--- config.mk ---
export PLATFORM = sky130hd
export DESIGN_NAME = tbid_decode
export DESIGN_NICKNAME = d
export VERILOG_FILES = /design/src/tbid_pkg.sv /design/src/tbid_decode.sv /design/src/tbid_phase.sv
export VERILOG_INCLUDE_DIRS = /design/src
export SDC_FILE = /design/constraint.sdc
export NUM_CORES = 1
export LEC_CHECK = 0
export BUFFER_PORTS_ARGS = -buffer_cell sky130_fd_sc_hd__buf_4
export CAP_MARGIN = 20
export CORE_MARGIN = 2
export CORE_UTILIZATION = 50
export DETAILED_ROUTE_END_ITERATION = 7
export GPL_TIMING_DRIVEN = 1
export PLACE_DENSITY = 0.85
export SKIP_LAST_GASP = 1
export SLEW_MARGIN = 20
export SYNTH_ARGS = -nofsm -noshare
export SYNTH_HDL_FRONTEND = slang
export SYNTH_SLANG_ARGS = --single-unit
--- constraint.sdc ---
create_clock -name core_clk -period 4.05 [get_ports core_clk]
set_input_delay 0.405 -clock core_clk [delete_from_list [all_inputs] [get_ports core_clk]]
set_output_delay 0.405 -clock core_clk [all_outputs]
set_load 0.02 [all_outputs]
--- src/tbid_regs.svh ---
// constants for the twelve-bit instruction decoder: field positions, timing counts
`ifndef TBID_REGS_SVH
`define TBID_REGS_SVH
`define TBID_WORD_W 12
`define TBID_OSC_PER_CYCLE 4
`define TBID_DEST_BIT 5
`define TBID_FILE_HI 4
`define TBID_BIT_HI 7
`define TBID_BIT_LO 5
`define TBID_LIT8_HI 7
`define TBID_JMP_HI 8
`define TBID_FILE_MAX 7'h7F
`define TBID_NOP_WORD 12'h000
`endif

--- src/tbid_pkg.sv ---
// types shared by the twelve-bit instruction decoder
package tbid_pkg;
    typedef enum logic [1:0] {
        TBID_CLS_BYTE = 2'b00,
        TBID_CLS_BIT = 2'b01,
        TBID_CLS_LIT = 2'b10,
        TBID_CLS_JMP = 2'b11
    } tbid_class_t;

    typedef enum logic [0:0] {
        TBID_ST_FIRST = 1'b0,
        TBID_ST_SECOND = 1'b1
    } tbid_state_t;
endpackage : tbid_pkg

--- src/tbid_decode.sv ---
// twelve-bit instruction decoder with instruction-cycle timing
`timescale 1ns/1ps
`include "tbid_regs.svh"
module tbid_decode
    import tbid_pkg::*;
(
    input wire logic core_clk,
    input wire logic reset_n,
    input wire logic clk_en,
    input wire logic [11:0] instr_word,
    input wire logic test_true,
    output logic fetch_req,
    output logic [1:0] osc_phase,
    output logic cycle_strobe,
    output logic [1:0] instr_class,
    output logic [5:0] opcode,
    output logic dest_to_file,
    output logic [6:0] file_addr,
    output logic [2:0] bit_index,
    output logic [7:0] bit_mask,
    output logic [8:0] literal,
    output logic lit_is_jump,
    output logic pc_write,
    output logic pc_bit8_clear,
    output logic is_skip_test,
    output logic flush_cycle
);
    // all decoder state except the quarter count in one record: the cycle state plus the latched fields
    typedef struct packed {
        tbid_state_t state;
        logic [1:0] cls;
        logic [5:0] opc;
        logic dest;
        logic [6:0] faddr;
        logic [2:0] bidx;
        logic [7:0] bmask;
        logic [8:0] lit;
        logic jump;
        logic pcw;
        logic pc8clr;
        logic skip;
    } tbid_dec_st_t;

    tbid_dec_st_t st_ff;
    tbid_dec_st_t nxt_st;
    logic [1:0] phase;
    logic cyc_start;
    logic cyc_end;
    logic [11:0] w;
    tbid_class_t cls_c;
    logic pcw_c;
    logic skip_c;

    // quarter counter shared by fetch, capture and the cycle strobe
    tbid_phase u_phase (
        .core_clk(core_clk),
        .reset_n(reset_n),
        .clk_en(clk_en),
        .phase(phase),
        .cycle_start(cyc_start),
        .cycle_end(cyc_end)
    );

    assign w = instr_word;

    // classify on the top nibble: each group gives its class, whether it is a
    // conditional skip and whether it rewrites the program counter
    always_comb begin
        cls_c = TBID_CLS_BYTE;
        pcw_c = 1'h0;
        skip_c = 1'h0;
        case (w[11:8])
            // byte group, including the all-zero control words
            4'h0: begin
                cls_c = TBID_CLS_BYTE;
            end
            4'h1: begin
                cls_c = TBID_CLS_BYTE;
            end
            4'h2: begin
                cls_c = TBID_CLS_BYTE;
                skip_c = (w[7:6] == 2'h3); // decrement, skip if zero
            end
            4'h3: begin
                cls_c = TBID_CLS_BYTE;
                skip_c = (w[7:6] == 2'h3); // increment, skip if zero
            end
            // bit group: clear, set, then the two bit tests
            4'h4: begin
                cls_c = TBID_CLS_BIT;
            end
            4'h5: begin
                cls_c = TBID_CLS_BIT;
            end
            4'h6: begin
                cls_c = TBID_CLS_BIT;
                skip_c = 1'h1; // skip if clear
            end
            4'h7: begin
                cls_c = TBID_CLS_BIT;
                skip_c = 1'h1; // skip if set
            end
            // return and call rewrite the program counter
            4'h8: begin
                cls_c = TBID_CLS_LIT;
                pcw_c = 1'h1;
            end
            4'h9: begin
                cls_c = TBID_CLS_LIT;
                pcw_c = 1'h1;
            end
            // the jump: bit 8 already belongs to its literal
            4'hA: begin
                cls_c = TBID_CLS_JMP;
                pcw_c = 1'h1;
            end
            4'hB: begin
                cls_c = TBID_CLS_JMP;
                pcw_c = 1'h1;
            end
            // literal arithmetic and moves stay single-cycle
            4'hC: begin
                cls_c = TBID_CLS_LIT;
            end
            4'hD: begin
                cls_c = TBID_CLS_LIT;
            end
            4'hE: begin
                cls_c = TBID_CLS_LIT;
            end
            4'hF: begin
                cls_c = TBID_CLS_LIT;
            end
            // an unknown word decodes as a plain byte op, never as a pc write
            default: begin
                cls_c = TBID_CLS_BYTE;
            end
        endcase
    end

    // two-cycle control: a taken skip or a pc write makes the next cycle a
    // flush cycle, in which the word fetched behind it is thrown away
    always_comb begin
        nxt_st = st_ff;
        case (st_ff.state)
            TBID_ST_FIRST: begin
                if (cyc_end && (st_ff.pcw || (st_ff.skip && test_true))) begin
                    nxt_st.state = TBID_ST_SECOND;
                end
            end
            TBID_ST_SECOND: begin
                // the flush cycle always ends after its own four periods
                if (cyc_end) begin
                    nxt_st.state = TBID_ST_FIRST;
                end
            end
            default: begin
                nxt_st.state = TBID_ST_FIRST;
            end
        endcase
        // fields latch only at the start of a first cycle, so they hold for four periods, or eight when a flush cycle follows
        if (cyc_start && st_ff.state == TBID_ST_FIRST) begin
            nxt_st.cls = cls_c;
            nxt_st.opc = w[11:6];
            nxt_st.dest = w[`TBID_DEST_BIT];
            // 5-bit index zero-extended inside the 0x00..0x7F space
            nxt_st.faddr = {2'h0, w[`TBID_FILE_HI:0]} & `TBID_FILE_MAX;
            nxt_st.bidx = w[`TBID_BIT_HI:`TBID_BIT_LO];
            nxt_st.bmask = 8'h01 << w[`TBID_BIT_HI:`TBID_BIT_LO];
            // the jump keeps nine literal bits, every other literal keeps eight
            if (cls_c == TBID_CLS_JMP) begin
                nxt_st.lit = w[`TBID_JMP_HI:0];
            end else begin
                nxt_st.lit = {1'h0, w[`TBID_LIT8_HI:0]};
            end
            nxt_st.jump = (cls_c == TBID_CLS_JMP);
            nxt_st.pcw = pcw_c;
            nxt_st.pc8clr = pcw_c && (cls_c != TBID_CLS_JMP);
            // ignored bits (such as the low bits of control words) never reach a decision
            nxt_st.skip = skip_c;
        end
    end

    // clock enable low freezes the cycle state and every latched field
    always_ff @(posedge core_clk or negedge reset_n) begin
        if (!reset_n) begin
            st_ff <= '0;
        end else if (clk_en) begin
            st_ff <= nxt_st;
        end
    end

    // handshake strobes come straight from the phase, data fields from flops
    assign fetch_req = cyc_start;
    assign osc_phase = phase;
    assign cycle_strobe = cyc_end;
    assign instr_class = st_ff.cls;
    assign opcode = st_ff.opc;
    assign dest_to_file = st_ff.dest;
    assign file_addr = st_ff.faddr;
    assign bit_index = st_ff.bidx;
    assign bit_mask = st_ff.bmask;
    assign literal = st_ff.lit;
    assign lit_is_jump = st_ff.jump;
    assign pc_write = st_ff.pcw;
    assign pc_bit8_clear = st_ff.pc8clr;
    assign is_skip_test = st_ff.skip;
    assign flush_cycle = (st_ff.state == TBID_ST_SECOND);
endmodule : tbid_decode

--- src/tbid_phase.sv ---
// quarter counter: four oscillator periods make one instruction cycle
`timescale 1ns/1ps
`include "tbid_regs.svh"
module tbid_phase (
    input wire logic core_clk,
    input wire logic reset_n,
    input wire logic clk_en,
    output logic [1:0] phase,
    output logic cycle_start,
    output logic cycle_end
);
    typedef struct packed {
        logic [1:0] cnt;
    } tbid_phase_st_t;

    tbid_phase_st_t st_ff;
    tbid_phase_st_t nxt_st;

    // wraps after exactly four periods
    always_comb begin
        nxt_st = st_ff;
        if (st_ff.cnt == 2'(`TBID_OSC_PER_CYCLE - 1)) begin
            nxt_st.cnt = 2'h0;
        end else begin
            nxt_st.cnt = st_ff.cnt + 2'h1;
        end
    end

    always_ff @(posedge core_clk or negedge reset_n) begin
        if (!reset_n) begin
            st_ff <= '0;
        end else if (clk_en) begin
            st_ff <= nxt_st;
        end
    end

    assign phase = st_ff.cnt;
    assign cycle_start = (st_ff.cnt == 2'h0);
    assign cycle_end = (st_ff.cnt == 2'(`TBID_OSC_PER_CYCLE - 1));
endmodule : tbid_phase

Yosys cells after proc, flatten, opt, wreduce, memory -nomap -nowiden:

Cells that the tools add are included.

* input port bits: 16
* output and inout port bits: 45
* bits in registers: 41

* reduce and logical (&&, ||, !) cells: 15
* bitwise operators: 1
* add/sub/neg operators: 1
* equal/unequal tests: 19
* multiplexer cells: 8
* shifts and indexed selects: 1

Operators with widths (number)
* $eq A4 B4 Y1 const B: 8
* $eq A4 B3 Y1 const B: 4
* $reduce_or A4 Y1: 3
* $mux W9: 1
* $eq A4 B2 Y1 const B: 2
* $pmux W2 S4: 1
* $shl A1 B3 Y8 const A: 1
* $eq A2 B2 Y1 const B: 3
* $reduce_or A2 Y1: 3
* $reduce_or A6 Y1: 1
* $eq A4 B1 Y1 const B: 1
* $logic_and A1 B1 Y1: 4
* $logic_not A4 Y1: 1
* $pmux W1 S2: 2
* $mux W1: 3
* $add A2 B1 Y2 const B: 1
* $logic_not A2 Y1: 1
* $mux W2: 1
* $ne A2 B2 Y1 const B: 1
* $reduce_and A2 Y1: 1
* $logic_or A1 B1 Y1: 1
* $not A1 Y1: 1

Logic depth before layout (Yosys ltp):

* word-level depth: 5
* gate-level depth with buffers: 6
* depth with buffers taken out: 5

Cells and area by module:

A second synthesis with hierarchy kept.

* cells, all modules: 116
* area, all modules: 1365.1 sq um

Modules (own cells, without submodules)
* tbid_decode: seq. area each 700.7 sq um, cells an instance 106, area an instance 1260.0 sq um, instances 1
* tbid_phase: seq. area each 50.0 sq um, cells an instance 10, area an instance 105.1 sq um, instances 1

Worst setup path before layout:

No wires, ideal clock.

* kind: reg-to-reg
* from: reg u_phase.st_ff (netlist bit u_phase.phase[0])
* to: reg st_ff (netlist bit instr_class[1])
* setup slack: 2.449 ns
* cell stages (with the launch flop): 6
* buffers on the path: 1
* data arrival time: 1.476 ns
* data required time: 3.925 ns
* setup time: 0.125 ns
* path through: dfrtp_1 -> inv_1 -> ha_1 -> nand3b_4 -> buf_6 -> mux2_4

* longest elaborated chain between the ends: 3

RTL lines
* from (decl): RTL line tbid_phase.sv:16 `tbid_phase_st_t st_ff;`
* from (signal assigned): RTL line tbid_phase.sv:33 `st_ff <= nxt_st;`
* $logic_not A2 Y1: RTL line tbid_phase.sv:38 `assign cycle_start = (st_ff.cnt == 2'h0);`
* via fetch_req: RTL line tbid_decode.sv:12 `output logic fetch_req,`
* $logic_and A1 B1 Y1: RTL line tbid_decode.sv:162 `if (cyc_start && st_ff.state == TBID_ST_FIRST) begin`
* $reduce_and A2 Y1 (no source line)
* to (signal assigned): RTL line tbid_decode.sv:189 `st_ff <= nxt_st;`
* to (decl): RTL line tbid_decode.sv:44 `tbid_dec_st_t st_ff;`

The timed path passes the listed nets, and every way through them passes these cells.
A chain may end at the register's enable or synchronous reset.

Worst setup path in the final report:

* from: reg u_phase.st_ff (netlist bit u_phase.phase[0])
* to: reg st_ff (netlist bit literal[3])

* longest elaborated chain between the ends: 3

RTL lines (RTL line)
* $logic_not A2 Y1: tbid_phase.sv:38
* $logic_and A1 B1 Y1: tbid_decode.sv:162
* $reduce_and A2 Y1 (no source line)

No other way between the ends.

==> flow_summary.json <==
{
  "status": "finished, final reports clean",
  "synth.top_cell.area_share": 0.543,
  "yosys_register_bits": 30,
  "p_sw_mw": 0.658,
  "layout.core_utilization": 0.668,
  "slowest_stage": "mux2_4",
  "nNetsFinal": 185,
  "insertedDiodeCount": 0,
  "critical_path.n_buffers_inverters": 1,
  "drt_iter0_markers": 19,
  "fin_skew_ns": 0.0133,
  "grt_first_pass_wirelength_um": 4580,
  "finish.cell_count_without_fillers": 199,
  "cp_top_family": "multiplexers",
  "detail_route.vias_per_cell": 5.12,
  "crit_cells": 4,
  "grt_antenna_before_repair": 0,
  "netlist_area_before_placement_um2": 1380,
  "timing.reg2reg.setup_slack_ns": 2.32,
  "area.sequential_um2": 751,
  "initial_utilization": 0.514,
  "clock_sinks": 30,
  "worstPathArrival_ns": 1.94,
  "setup.worst_path.end": "literal[3]",
  "maximum_number_of_pins_on_one_net_before_global_route_repair": 43,
  "via_count": 1018,
  "source_to_sink_clock_delay_at_the_later_pin_of_the_worst_skew_pair_ns": 0.33,
  "finalSetupTns_ns": 0,
  "post_synth_main_area_contributors": "dfrtp_1 (54%), mux2_4 (9.8%), buf_4 (7.1%)",
  "cell_breakdown_of_the_critical_path": "inv_1 -> ha_1 -> nand3b_4 -> mux2_4",
  "vdd_ir_drop_max_v": 0.000631,
  "share_clk_of_total_power": 0.115,
  "worst_r2r_path_depth": 4,
  "worstHoldStart": "instr_word[9]",
  "tritoncts_clock_tree": "yes",
  "detail_route.wl_per_cell_um": 14.7,
  "placed_cell_count": 190,
  "timing.hold.worst.class": "input port to flop",
  "drt_pass1_iterations": 4,
  "setup.worst_path.end_class": "flop",
  "rsz0062_at_grt": "no",
  "postSynthAreaPerCell_um2": 11.6,
  "grt_pass1_vias": 982,
  "cell_internal_pwr_mw": 0.916,
  "routed_wirelength_um": 2930,
  "n_fill_cell": 225,
  "cts_setup_buffers": 0,
  "p_per_area_nw_per_um2": 877,
  "place_congestion": 0.632,
  "worst_setup_path_startpoint": "u_phase.phase[0]",
  "clock-root-buffer": "clkbuf_4",
  "die-area_um2": 3200,
  "timing_worst_slew_pin_value_ns": 0.508,
  "seq_power_share": 0.342,
  "cts_htree_levels": 2,
  "max_slew_headroom": 0.662,
  "num_rows": 19,
  "synth_area_leader_cell": "dfrtp_1",
  "ys_warn_count": 0,
  "critical_path_class": "flop to flop",
  "crit_fanout": 42,
  "timing.critical_path.required_ns": 4.26,
  "ant_nets": 0,
  "fp.coreArea_um2": 2690,
  "p_sw_frac": 0.418,
  "gr-total-overflow": 0,
  "clock_slew_seen_by_the_registers_of_the_worst_setup_and_hold_paths_ns": 0.10,
  "synth_cell_type_count": 22,
  "final_layout_size_suffix_gt1_frac": 0.464,
  "final_hold_viol_count": 0,
  "maxCapViolations": 0,
  "remaining_drc_errors": 0,
  "finalSetupViolations": 0,
  "power.leakage_nw": 0.968,
  "detailed_place_hpwl_um": 2090,
  "fmax_mhz": 578,
  "synth_cells": 119,
  "numPortBuffers": 58,
  "clock_tree.buffer_depth": 2,
  "die_w_um": 56.6,
  "cts_made_buffers": 5,
  "final.min_clock_period_ns": 1.73,
  "synth_seq_area_share": 0.543,
  "critical_path.max_stage_delay_ns": 0.45,
  "min_period_over_period": 0.427,
  "dieHeight_um": 56.6,
  "groute.usage.overall": 0.191,
  "io_count": 61,
  "pwr-share-comb": 0.543,
  "crit_path_start_kind": "flop",
  "final_max_slew_viol_count": 0,
  "reg2reg_to": "literal[3]",
  "power_total_mw": 1.57,
  "multi_input_comb_area_um2": 484,
  "critical_path.reg2reg.startpoint": "u_phase.phase[0]",
  "layout-area-overhead-vs-synth_pct": 29.9
}
flip-flops by register name (all words and copies together) (netlist names):
signal,count
is_skip_test,1
pc_bit8_clear,1
u_phase.phase,2
lit_is_jump,1
bit_mask,8
literal,6
bit_index,1
instr_class,2
pc_write,1
flush_cycle,1
opcode,6
per-stage QoR:
stage | area, um^2 | setup WS (ns) | hold slack [ns]
after CTS | 1790 | 2.31 | 0.275
after detailed placement | 1720 | 2.34 | 0.346
final | 1790 | 2.32 | 0.285
after global routing | 1790 | 2.18 | 0.264
after global placement | 1720 | 2.44 | 0.340
after floorplan | 1390 | 2.45 | 0.109
power by group through the flow:
stage	registers, mW	logic, mW	clock network, mW
detailed placement	0.541	0.861	0
global route	0.558	0.902	0.200
finish	0.538	0.855	0.182
CTS	0.539	0.865	0.185
floorplan	0.691	0.412	0
global placement	0.534	0.836	0
worst min path at each step:
stage                     slack (ns)  depth (start not counted)            end
after CTS                       0.28                          2  pc_bit8_clear
after global placement          0.34                          1      opcode[2]
final                           0.28                          2  pc_bit8_clear
after floorplan                 0.11                          0   bit_index[0]
after global routing            0.26                          2  pc_bit8_clear
after detailed placement        0.35                          1    lit_is_jump
cells in the final DEF (no fill, tap or decap), types with 2 or more instances in the layout:
cell type  count
a21o_1         3
a21oi_1        3
buf_4         58
clkbuf_4       5
conb_1         2
dfrtp_1       30
ha_1           2
inv_1          4
mux2_2         2
mux2_4         9
nand2_1       19
nand2b_1       2
nand3b_1       3
nor2_1         4
o21ai_0        9
o31ai_1        3
o41ai_1        2
cell families (layout without fill, tap and decap cells):
| kind of cell | count (synthesis) | after routing | share of synthesized area |
|---|---|---|---|
| other | 1 | 2 | 0.00271 |
| adders and majority gates | 2 | 2 | 0.0181 |
| muxes | 11 | 11 | 0.114 |
| DFF | 30 | 30 | 0.543 |
| AOI/OAI and AO/OA | 22 | 22 | 0.107 |
| and+or+nand+nor | 30 | 30 | 0.106 |
| buffers and inverters | 23 | 71 | 0.109 |
repair_timing:
action / CTS / global route
hold buffers: 1 / 0
endpoints found under the hold margin: 30 / 0
endpoints found under the setup margin: 0 / 0
gates resized for setup: 0 / 0
routing by layer:
metal	vias up	global-route usage	part of all wire
li1	479	-	-
met1	497	0.223	0.39
met2	37	0.327	0.54
met3	5	0.0668	0.057
met4	0	0.0646	0.011
met5	-	0	0
Yosys cell counts (all sizes together):
| cell type | n |
|---|---|
| dfrtp | 30 |
| nand2 | 19 |
| buf | 15 |
| mux2 | 11 |
| o21ai | 9 |
| clkbuf | 4 |
| inv | 4 |
| nand3b | 4 |
| nor2 | 4 |
| a21o | 3 |
| a21oi | 3 |
| o31ai | 3 |
| o41ai | 3 |
| ha | 2 |
| nand2b | 2 |
| a22o | 1 |
| conb | 1 |
| nor3 | 1 |
layout make-up:
| cell class | count | area share |
|---|---|---|
| clock inverters | 1 | 0.00279 |
| clock buffers | 7 | 0.0307 |
| multi-input cells | 67 | 0.270 |
| repair buffers | 59 | 0.248 |
| flip-flops and latches | 30 | 0.418 |
| inverters | 4 | 0.00837 |
| well taps | 31 | 0.0216 |
Power figures use the tool's default switching activity.
